`src/option_cfg_pkg.sv`:
```
// package for the option byte configuration decoder
// assumes one clock domain; shared by the decoder and its interrupt router
package option_cfg_pkg;
  // option byte 0 field positions
  localparam int WRITE_LOCK_BIT = 0;
  // option byte 1 field positions
  localparam int IRQ_MAP_BIT = 7;
  localparam int RESERVED_BIT = 6;
  localparam int OSC_SRC_HI = 5;
  localparam int OSC_SRC_LO = 4;
  localparam int OSC_RANGE_HI = 3;
  localparam int OSC_RANGE_LO = 1;
  localparam int DOUBLER_OFF_BIT = 0;
  // erased defaults of the two option bytes
  localparam logic [7:0] OPT0_RESET = 8'hfc;
  localparam logic [7:0] OPT1_RESET = 8'hef;
  // port widths
  localparam int PORTA_WIDTH = 8;
  localparam int PORTB_WIDTH = 8;
  localparam int PORTC_WIDTH = 6;
  // cycles of reset-release settling before the snapshot is taken
  localparam logic [1:0] SAMPLE_DELAY = 2'h2;

  typedef enum logic [1:0] {
    SRC_RESONATOR,
    SRC_RESERVED,
    SRC_INTERNAL_RC,
    SRC_EXTERNAL
  } osc_source_type;

  typedef enum logic [2:0] {
    RANGE_VERY_LOW_POWER,
    RANGE_ONE_TO_TWO_MHZ,
    RANGE_TWO_TO_FOUR_MHZ,
    RANGE_FOUR_TO_EIGHT_MHZ,
    RANGE_EIGHT_TO_SIXTEEN_MHZ
  } osc_range_type;

  localparam logic [1:0] OSC_SRC_RESONATOR = 2'h0;
  localparam logic [1:0] OSC_SRC_INTERNAL_RC = 2'h2;
  localparam logic [1:0] OSC_SRC_EXTERNAL = 2'h3;
  localparam logic [2:0] RANGE_CODE_1_2 = 3'h0;
  localparam logic [2:0] RANGE_CODE_2_4 = 3'h1;
  localparam logic [2:0] RANGE_CODE_4_8 = 3'h2;
  localparam logic [2:0] RANGE_CODE_8_16 = 3'h3;
endpackage

```
`src/irq_route_if.sv`:
```
// interface carrying map select and port lines between decoder and router
// assumes both ends on i_clock
interface irq_route_if;
  logic map_select;
  logic [7:0] porta;
  logic [7:0] portb;
  logic [5:0] portc;
  logic first;
  logic second;
  modport decoder (output map_select, output porta, output portb, output portc,
    input first, input second);
  modport router (input map_select, input porta, input portb, input portc,
    output first, output second);
endinterface

```
`src/ext_irq_router.sv`:
```
// routes port interrupt lines onto the two external vectors
// assumes registered map select from the decoder, same clock
module ext_irq_router (
  input wire logic i_clock,
  input wire logic i_arst_n,
  irq_route_if.router bus
);
  import option_cfg_pkg::*;

  logic c_on_second;
  logic next_first;
  logic next_second;

  // port c follows the map bit; a and b are fixed
  assign c_on_second = bus.map_select;
  assign next_first = (|bus.porta) | (~c_on_second & (|bus.portc));
  assign next_second = (|bus.portb) | (c_on_second & (|bus.portc));

  // registered so the top outputs come from flops
  always_ff @(posedge i_clock or negedge i_arst_n) begin
    if (!i_arst_n) begin
      bus.first <= 1'b0;
      bus.second <= 1'b0;
    end else begin
      bus.first <= next_first;
      bus.second <= next_second;
    end
  end
endmodule // ext_irq_router

```
`src/option_byte_config_decode.sv`:
```
// option byte decoder: snapshots both option bytes after reset, decodes them
// assumes option bytes are static nonvolatile levels from outside the clock domain
// assumes port interrupt lines and the write request are driven on i_clock
module option_byte_config_decode (
  input wire logic i_clock,
  input wire logic i_arst_n,
  input wire logic [7:0] i_option_byte0,
  input wire logic [7:0] i_option_byte1,
  input wire logic [option_cfg_pkg::PORTA_WIDTH-1:0] i_porta_irq,
  input wire logic [option_cfg_pkg::PORTB_WIDTH-1:0] i_portb_irq,
  input wire logic [option_cfg_pkg::PORTC_WIDTH-1:0] i_portc_irq,
  input wire logic i_flash_write_req,
  output logic o_flash_write_lock,
  output logic o_flash_write_grant,
  output logic o_portc_irq_map_select,
  output logic o_ext_irq_vector_first,
  output logic o_ext_irq_vector_second,
  output option_cfg_pkg::osc_source_type o_osc_source_select,
  output option_cfg_pkg::osc_range_type o_osc_range_select,
  output logic o_doubler_enable,
  output logic o_config_valid,
  output logic o_config_illegal
);
  import option_cfg_pkg::*;

  // three-stage synchronisers for the option byte levels
  logic [7:0] opt0_meta;
  logic [7:0] opt0_sync;
  logic [7:0] opt0_sync2;
  logic [7:0] opt1_meta;
  logic [7:0] opt1_sync;
  logic [7:0] opt1_sync2;
  logic [1:0] delay_count;
  logic sampled;
  // held copies, taken once per reset
  logic [7:0] opt0_held;
  logic [7:0] opt1_held;

  // bits agree between stages two and three before snapshot
  logic stable;
  logic take_snapshot;
  logic [1:0] src_field;
  logic [2:0] range_field;
  logic next_lock;
  logic next_doubler;
  logic next_illegal;
  osc_source_type next_source;
  osc_range_type next_range;
  logic next_grant;
  logic count_done;
  logic src_reserved;
  logic doubler_with_rc;
  logic doubler_bad_range;
  logic map_bit;

  // carrier between the decoder and the interrupt router
  irq_route_if route ();

  // snapshot waits for a full chain and matching last two stages
  assign count_done = (delay_count == SAMPLE_DELAY);
  assign stable = (opt0_sync == opt0_sync2) && (opt1_sync == opt1_sync2);
  assign take_snapshot = !sampled && count_done && stable;

  // synchroniser chain for the first byte; stage one feeds only stage two
  always_ff @(posedge i_clock or negedge i_arst_n) begin
    if (!i_arst_n) begin
      opt0_meta <= OPT0_RESET;
      opt0_sync <= OPT0_RESET;
      opt0_sync2 <= OPT0_RESET;
    end else begin
      opt0_meta <= i_option_byte0;
      opt0_sync <= opt0_meta;
      opt0_sync2 <= opt0_sync;
    end
  end

  // same chain for the second byte; erased reset values read as the default setting
  always_ff @(posedge i_clock or negedge i_arst_n) begin
    if (!i_arst_n) begin
      opt1_meta <= OPT1_RESET;
      opt1_sync <= OPT1_RESET;
      opt1_sync2 <= OPT1_RESET;
    end else begin
      opt1_meta <= i_option_byte1;
      opt1_sync <= opt1_meta;
      opt1_sync2 <= opt1_sync;
    end
  end

  // settle counter; stops at the limit so it never wraps back to zero
  always_ff @(posedge i_clock or negedge i_arst_n) begin
    if (!i_arst_n) begin
      delay_count <= 2'h0;
    end else if (!count_done) begin
      delay_count <= delay_count + 2'h1;
    end
  end

  // one snapshot per reset; later changes on the pins are ignored
  always_ff @(posedge i_clock or negedge i_arst_n) begin
    if (!i_arst_n) begin
      sampled <= 1'b0;
      opt0_held <= OPT0_RESET;
      opt1_held <= OPT1_RESET;
    end else if (take_snapshot) begin
      sampled <= 1'b1;
      opt0_held <= opt0_sync2;
      opt1_held <= opt1_sync2;
    end
  end

  // field extraction from the held copy; bit 6 of byte 1 is ignored
  assign src_field = opt1_held[OSC_SRC_HI:OSC_SRC_LO];
  assign range_field = opt1_held[OSC_RANGE_HI:OSC_RANGE_LO];
  assign next_lock = opt0_held[WRITE_LOCK_BIT];
  assign next_doubler = ~opt1_held[DOUBLER_OFF_BIT];

  // source decode; 01 is flagged rather than guessed
  always_comb begin
    unique case (src_field)
      OSC_SRC_RESONATOR: next_source = SRC_RESONATOR;
      OSC_SRC_INTERNAL_RC: next_source = SRC_INTERNAL_RC;
      OSC_SRC_EXTERNAL: next_source = SRC_EXTERNAL;
      default: next_source = SRC_RESERVED;
    endcase
  end

  // range decode; top bit wins regardless of the low bits
  always_comb begin
    if (range_field[2]) begin
      next_range = RANGE_VERY_LOW_POWER;
    end else begin
      unique case (range_field)
        RANGE_CODE_1_2: next_range = RANGE_ONE_TO_TWO_MHZ;
        RANGE_CODE_2_4: next_range = RANGE_TWO_TO_FOUR_MHZ;
        RANGE_CODE_4_8: next_range = RANGE_FOUR_TO_EIGHT_MHZ;
        default: next_range = RANGE_EIGHT_TO_SIXTEEN_MHZ;
      endcase
    end
  end

  // illegal combinations the programmer must avoid; reported, not corrected
  assign src_reserved = (next_source == SRC_RESERVED);
  assign doubler_with_rc = next_doubler && (next_source == SRC_INTERNAL_RC);
  assign doubler_bad_range = next_doubler && (next_range != RANGE_TWO_TO_FOUR_MHZ);
  assign next_illegal = src_reserved || doubler_with_rc || doubler_bad_range;

  // writes are refused while the lock is set or before the snapshot
  assign next_grant = i_flash_write_req && sampled && !next_lock;

  // port lines into the router; the map bit comes from the held copy, never the pins
  assign map_bit = opt1_held[IRQ_MAP_BIT];
  assign route.map_select = map_bit;
  assign route.porta = i_porta_irq;
  assign route.portb = i_portb_irq;
  assign route.portc = i_portc_irq;

  // the router registers its vectors, so a line meets two flops in all
  ext_irq_router router (
    .i_clock(i_clock),
    .i_arst_n(i_arst_n),
    .bus(route.router)
  );

  // write lock and grant; lock reads as set until the snapshot is in
  always_ff @(posedge i_clock or negedge i_arst_n) begin
    if (!i_arst_n) begin
      o_flash_write_lock <= 1'b1;
      o_flash_write_grant <= 1'b0;
    end else begin
      o_flash_write_lock <= !sampled || next_lock;
      o_flash_write_grant <= next_grant;
    end
  end

  // interrupt routing outputs; two cycles from a port line to its vector
  always_ff @(posedge i_clock or negedge i_arst_n) begin
    if (!i_arst_n) begin
      o_portc_irq_map_select <= 1'b1;
      o_ext_irq_vector_first <= 1'b0;
      o_ext_irq_vector_second <= 1'b0;
    end else begin
      o_portc_irq_map_select <= route.map_select;
      o_ext_irq_vector_first <= route.first;
      o_ext_irq_vector_second <= route.second;
    end
  end

  // clock configuration; reset values match the erased option byte
  always_ff @(posedge i_clock or negedge i_arst_n) begin
    if (!i_arst_n) begin
      o_osc_source_select <= SRC_INTERNAL_RC;
      o_osc_range_select <= RANGE_VERY_LOW_POWER;
      o_doubler_enable <= 1'b0;
    end else begin
      o_osc_source_select <= next_source;
      o_osc_range_select <= next_range;
      o_doubler_enable <= sampled && next_doubler;
    end
  end

  // status; illegal settings are flagged only, the clock tree is not overridden
  always_ff @(posedge i_clock or negedge i_arst_n) begin
    if (!i_arst_n) begin
      o_config_valid <= 1'b0;
      o_config_illegal <= 1'b0;
    end else begin
      o_config_valid <= sampled;
      o_config_illegal <= sampled && next_illegal;
    end
  end
endmodule // option_byte_config_decode

```
`config.mk`:
```
export PLATFORM = sky130hd
export DESIGN_NAME = option_byte_config_decode
export DESIGN_NICKNAME = d
export VERILOG_FILES = /design/src/option_cfg_pkg.sv /design/src/irq_route_if.sv /design/src/ext_irq_router.sv /design/src/option_byte_config_decode.sv
export SDC_FILE = /design/constraint.sdc
export NUM_CORES = 1
export LEC_CHECK = 0
export BUFFER_PORTS_ARGS = -buffer_cell sky130_fd_sc_hd__buf_4
export CAP_MARGIN = 10
export CELL_PAD_IN_SITES_DETAIL_PLACEMENT = 1
export CELL_PAD_IN_SITES_GLOBAL_PLACEMENT = 1
export CORE_AREA = 2 2 75 77
export DETAILED_ROUTE_END_ITERATION = 8
export DIE_AREA = 0 0 77 79
export PLACE_DENSITY = 0.83
export SKIP_LAST_GASP = 1
export SLEW_MARGIN = 15
export SYNTH_ARGS = -nofsm -noshare
export SYNTH_HDL_FRONTEND = slang
export SYNTH_SLANG_ARGS = --single-unit
```
`constraint.sdc`:
```
create_clock -name i_clock -period 6.3 [get_ports i_clock]
set_input_delay 1.26 -clock i_clock [delete_from_list [all_inputs] [get_ports i_clock]]
set_output_delay 1.26 -clock i_clock [all_outputs]
set_load 0.02 [all_outputs]
```
==> results of run 1 <==
registers in the layout, indices dropped and copies added (netlist names), 2 cells and up:
register	flops
opt1_sync2	8
opt0_meta	8
delay_count	2
opt0_sync	8
opt1_sync	8
opt0_sync2	8
o_osc_source_select	2
o_osc_range_select	3
opt1_meta	8
opt1_held	7
final cells by class:
cell class	count	share of cell area [%]
Tap cell	72	2.95
Timing Repair Buffer	53	13.0
Clock inverter	5	1.72
Sequential cell	74	62.5
Inverter	5	0.614
Multi-Input combinational cell	53	14.2
Clock buffer	11	4.95
power groups by stage:
| stage | Combinational [mW] | Clock [mW] | Sequential, mW |
|---|---|---|---|
| after floorplan | 0.0107 | 0 | 0.516 |
| after global placement | 0.0386 | 0 | 0.517 |
| after detailed placement | 0.0415 | 0 | 0.519 |
| after CTS | 0.0416 | 0.376 | 0.511 |
| after global routing | 0.0446 | 0.394 | 0.513 |
| final | 0.0405 | 0.363 | 0.511 |
cell usage in the layout (no fill, tap or decap), drive strengths merged:
master and n:
a2111oi 1, and2 1, buf 53, bufinv 1
clkbuf 11, clkinv 3, clkinvlp 1, dfrtp 26
dfstp 48, ha 1, inv 5, mux2 8
nand2 1, nand2b 1, nand3 1, nand4 2
nand4b 1, nor2 3, nor2b 1, nor3 1
nor3b 1, nor4 6, o211ai 2, o21ai 1
o22ai 1, or2 1, or4 1, xnor2 14
xor2 4
worst max-delay path by stage:
| stage | from | end | slack, ns | depth (start not counted) |
|---|---|---|---|---|
| 2_1_floorplan | i_portc_irq[3] | router.bus.first | 4.12 | 3 |
| 3_3_place_gp | i_portc_irq[3] | router.bus.first | 4.00 | 4 |
| 3_5_place_dp | i_portc_irq[3] | router.bus.first | 3.94 | 4 |
| 4_1_cts | opt1_sync2[0] | opt1_held[4] | 4.01 | 5 |
| 5_1_grt | opt1_sync2[0] | opt0_held[0] | 3.84 | 5 |
| 6_report | opt1_sync2[0] | opt0_held[0] | 4.03 | 5 |
worst register-to-register path: stages, from the launching register on:
cell,delay (ns)
dfstp_2,0.55
xor2_1,0.07
nor4_1,0.28
nand4b_1,0.22
nor4_4,0.63
mux2_2,0.40
cells by family (layout without fill, tap and decap cells):
family / after synthesis / after routing / share of synthesized area [%]
adder cells (fa/ha/maj): 1 / 1 / 0.527
XOR/XNOR: 18 / 18 / 6.65
multiplexers: 8 / 8 / 3.80
AND/OR/NAND/NOR: 21 / 21 / 5.85
AO/OA/AOI/OAI: 5 / 5 / 1.48
buffers and inverters: 7 / 74 / 1.11
flip-flops: 74 / 74 / 80.6
through the flow:
stage / worst slack, ns / std cells
after CTS: 4.01 / 273
after detailed placement: 3.94 / 257
final: 4.03 / 273
after global routing: 3.84 / 273
after floorplan: 4.12 / 134
after global placement: 4.00 / 257
synth_stat cells:
cell type	n
ha_1	1
or2_2	1
o21ai_0	1
o211ai_1	2
nand2_1	1
nor3b_1	1
mux2_2	8
dfrtp_1	26
a2111oi_0	1
nand4b_1	1
nand3_1	1
nor4_4	1
or4_1	1
inv_1	5
nor3_1	1
dfstp_2	48
nor4_1	5
nor2_1	3
o22ai_1	1
nand4_1	2
nand2b_1	1
xnor2_1	14
xor2_1	4
clkbuf_1	2
nor2b_1	1
and2_1	1
routing by layer:
metal | GRT usage (%) | routed length, µm
met1 | 16.8 | 1610
met2 | 27.9 | 2400
met3 | 5.68 | 189
met4 | 6.43 | 45
met5 | 0 | 0
==> results.md, run 1 <==
* Outcome: finished clean
* Max-slew violation count at 0
* Row cnt at 27
* Fin util at a little under three fifths
* Post-Synthesis Cells at 134
* DP HPWL at around 3000 µm
* Reg2reg path depth at 5
* Top delay family on crit path: simple AND/OR/NAND/NOR gates
* CP Class: reg -> reg
* Worst rel slew slack at a little over two fifths
* Worst-case clock skew at between 0.01 and 0.015 ns
* Post-layout minimum cycle time at 2.27 ns
* 1st-iter DRT viols at 37
* Vias in the first global route at between 1000 and 1500
* Clk pwr share at 39.7%
* Max frequency at 441 MHz
* Yosys Warn Count at 0
* TritonCTS clock tree: yes
* CTS Buf Count at 9
* GRT Residual Overflow at 0
* # IOs at 54
* Clk buf depth at 2
* Int Pwr at ~0.73 mW
* RSZ-0062 raised after global routing: false
* Syn avg cell area at roughly 18 µm²
* Slowest stage delay, CP at 0.63 ns
* Core ar. at approximately 5300 µm²
* First-pass GRT wire length at 7060 µm
* Hold Fails Final Rpt at 0
* Sink Count at 74
* Design Power at ~0.91 mW
* Area share of the largest cell type after synthesis at between 50% and 60%
* # setup viols final at 0
* Setup crit end kind: flop
* Netlist Area Pre-Place at about 2400 µm²
* Slowest stage cell, crit path: nor4_4
* Pre-antenna DRT Iters at 4
* Startpoint types: flop
* Starting Density at around 44%
* Clk_lat worst skew at approximately 0.33 ns
* Root Driver: clkbuf_8
* Fillcell total at roughly 550
* PD cells at between 200 and 300 nW/µm²
* Placed cell area at between 2000 and 3000 µm²
* Drt wl/cell at 15.6 µm
* Largest net degree at the start of global routing at 75
* Syn_nets at around 180
* Seq pwr share at a little under three fifths
* Area contributors post-synth: dfstp_2 53%, dfrtp_1 27%, xnor2_1 5.2%
* Slew @ Worst Pin at about 0.85 ns
* Seq/Total Area, Yosys at between 80% and 90%
* Net count, final at roughly 240
* R2R Setup Slk at 4.03 ns
* CP Cell Sequence: xor2_1 > nor4_1 > nand4b_1 > nor4_4 > mux2_2
* Die area at around 6000 µm²
* Routed Antenna Nets at 0
* Pleak at between 1 and 1.5 nW
* Period utilization at a little over a third
* Post-CTS Resized at 0
* Crit Reg-Reg Startpoint: opt1_sync2[0]
* Worst Path Buf+Inv at 0
* Routability Congestion at 0.709
* Netlist cell types at 26
* Hold/Removal Path Class: reg -> reg
* H-Tree Depth at 3
* Critical R2R Capture: opt0_held[0]
* Synth-to-layout area growth at 28.9%
* Postcts setup bufs at 0
* Net Switching at roughly 0.19 mW
* Overall routing resource usage at 15.6%
* Critical Path AT at around 2.5 ns
* Antenna violations before repair at 0
* Fin area at 3060 µm²
* DRT Wirelength at 4250 µm
* Hold path start: opt0_meta[2]
* WP data required at ~6.5 ns
* Worst Path Max Fanout at 9
* Routed vias at approximately 1200
* FF+latch count, synth at 74
* Combinational share of power at 4.4%
* Die W at between 70 and 80 µm
* DRC at 0
* Vias per cell at approximately 4.6
* CTS Hold Bufs at 0
* Leading area contributor after synthesis: dfstp_2
* Layout cells sized above 1 at between 60% and 70%
* Setup_tns at 0 ns
* Port bufs at 53
* Min-Delay Endpoint: opt0_sync[2]
* Max VDD drop at 0.000161 V
* Die Ht at between 70 and 80 µm
* Worst hold path depth at 0
* Register area at 1910 µm²
* Minimum hold slack at roughly 0.35 ns
* Switching share of power at between 20% and 30%
* CTS clock-pin slew for the worst setup and hold paths at around 0.080 ns
* Antenna Cells at 0
* Multi-input gate area at roughly 430 µm²
* Reported max-cap violation count at 0
Power figures use the tool's default switching activity.
==> inputs of run 2 (changes only) <==
--- a/config.mk
+++ b/config.mk
@@ -9,10 +9,10 @@
 export CAP_MARGIN = 10
 export CELL_PAD_IN_SITES_DETAIL_PLACEMENT = 1
 export CELL_PAD_IN_SITES_GLOBAL_PLACEMENT = 1
-export CORE_AREA = 2 2 75 77
+export CORE_AREA = 2 2 81 83
 export DETAILED_ROUTE_END_ITERATION = 8
-export DIE_AREA = 0 0 77 79
-export PLACE_DENSITY = 0.83
+export DIE_AREA = 0 0 83 85
+export PLACE_DENSITY = 0.76
 export SKIP_LAST_GASP = 1
 export SLEW_MARGIN = 15
 export SYNTH_ARGS = -nofsm -noshare
==> constraint.sdc (replaced) <==
create_clock -name i_clock -period 2 [get_ports i_clock]
set_input_delay 0.4 -clock i_clock [delete_from_list [all_inputs] [get_ports i_clock]]
set_output_delay 0.4 -clock i_clock [all_outputs]
set_load 0.02 [all_outputs]
==> run 2 against run 1 <==
Net effect: setup slack worse by 3.9 ns; via count up 2.7%; power grew to 3.5 times the previous value; cell count grew 3.3%; sequential power increased to 3.2 times the previous value; routed wire length up 0.73%; critical path depth up 1; global-route usage shrank 2.2 points; combinational power rose to 3.3 times the previous value; largest power group unchanged; highest routed layer unchanged.
==> results.md, run 2 (same netlist as run 1, synthesis figures left out) <==
* Outcome: finished clean
* Int Pwr at approximately 2.6 mW
* Synth-to-layout area growth at 33.2%
* Antenna Cells at 0
* Pleak at around 1.4 nW
* Antenna violations before repair at 0
* Core ar. at 6200 µm²
* Slew @ Worst Pin at approximately 0.43 ns
* CTS clock-pin slew for the worst setup and hold paths at about 0.070 ns
* Die W at 83 µm
* Final std cells w/o fill at around 280
* Minimum hold slack at around 0.011 ns
* Vias per cell at 4.53
* Hold Fails Final Rpt at 0
* Worst Path Max Fanout at 4
* Clk_lat worst skew at ~0.33 ns
* Routability Congestion at between 0.7 and 0.8
* TritonCTS clock tree: yes
* Critical path origin: opt1_sync2[5]
* Period utilization at roughly 96%
* RSZ-0062 raised after global routing: true
* Fillcell total at between 600 and 700
* Overall routing resource usage at a little over an eighth
* Routed vias at 1277
* Reported max-cap violation count at 0
* # IOs at 54
* DRC at 0
* Most common cell after layout, fill and taps aside: buf_4
* Setup crit end kind: flop
* Max VDD drop at 0.000916 V
* Hold/Removal Path Class: in -> async
* Startpoint types: flop
* 1st-iter DRT viols at 40
* Dpl cells at around 270
* Root Driver: clkbuf_8
* Vias in the first global route at about 1500
* Net count, final at approximately 240
* Switching share of power at between 10% and 20%
* CTS Buf Count at 9
* Post-layout minimum cycle time at approximately 1.9 ns
* DRT Wirelength at ~4300 µm
* # setup viols final at 0
* Die area at around 7100 µm²
* First-pass GRT wire length at 7090 µm
* Most frequent cells in the layout: 54 x buf_4, 48 x dfstp_2, 26 x dfrtp_1
* Postcts setup bufs at 0
* GRT Residual Overflow at 0
* Routed Antenna Nets at 0
* Reg2reg path depth at 6
* WP data required at 2.27 ns
* CP Class: reg -> reg
* PD cells at approximately 1000 nW/µm²
* Pre-antenna DRT Iters at 3
* Clk buf depth at 2
* Max-slew violation count at 0
* CTS Hold Bufs at 0
* Seq pwr share at between 50% and 60%
* Critical R2R Capture: opt1_held[5]
* DP HPWL at approximately 3000 µm
* Worst-case clock skew at just over 0.006 ns
* H-Tree Depth at 3
* Die Ht at roughly 85 µm
* Layout cells sized above 1 at 64.4%
* Critical Path AT at 2.18 ns
* Crit Reg-Reg Startpoint: opt1_sync2[5]
* Sink Count at 74
* Combinational share of power at under 10%
* Row cnt at 29
* Port bufs at 53
* Worst rel slew slack at a little over two thirds
* Clk pwr share at approximately 45%
* Starting Density at 38.2%
* Largest net degree at the start of global routing at 39
* Net Switching at just over 0.6 mW
* Drt wl/cell at approximately 15 µm
* Max frequency at 523 MHz
* R2R Setup Slk at approximately 0.086 ns
[run 2: layout make-up]
class | count | area [µm²] | share of cell area, %
sequential | 74 | 1910 | 60.5
timing repair buffer | 57 | 442 | 14.0
multi-input combinational | 53 | 440 | 13.9
clock buffer | 11 | 151 | 4.79
clock inverter | 5 | 100 | 3.17
tap | 77 | 96.3 | 3.05
inverter | 5 | 18.8 | 0.594
[run 2: worst max path at each step]
stage,end
after CTS,opt1_held[5]
after floorplan,opt0_held[0]
after detailed placement,opt0_held[0]
after global routing,opt1_held[5]
after global placement,opt0_held[0]
final,opt1_held[5]
[run 2: repair_timing]
| action | 4_1_cts | 5_1_grt |
|---|---|---|
| pin swaps | 3 | 0 |
| setup endpoints to repair | 8 | 8 |
| resized for setup | 1 | 1 |
| gates cloned | 1 | 0 |
[run 2: power by group through the flow]
stage          Sequential, mW  Clock (mW)  Combinational, mW
6_report                 1.61        1.41              0.134
5_1_grt                  1.61        1.52              0.148
4_1_cts                  1.61        1.46              0.136
3_5_place_dp             1.63           0              0.135
3_3_place_gp             1.63           0              0.131
2_1_floorplan            1.62           0             0.0336
[run 2: layer usage]
layer,track usage [%],vias to the layer above,wire (µm)
li1,-,580,-
met3,5.45,9,222
met4,6.26,0,63
met1,14.8,653,1610
met2,22.8,35,2390
met5,0,-,0
[run 2: through the flow]
stage	utilization [%]	worst slack (ns)	TNS, ns	total power, mW	instance area [µm²]
after floorplan	-	0.0252	0	1.66	2370
after global routing	50.9	-0.0733	-0.403	3.28	3160
after detailed placement	46.6	-0.0483	-0.138	1.77	2890
after CTS	50.8	0.0436	0	3.20	3150
final	50.9	0.0862	0	3.15	3160
after global placement	46.6	0.0468	0	1.76	2890
[run 2: worst max-delay path: stages (launching register included)]
cell and delay [ns]:
dfstp_2 0.54, xor2_1 0.08, nor4_2 0.28, nand4b_1 0.18, nor4_4 0.21, buf_2 0.20
mux2_2 0.34
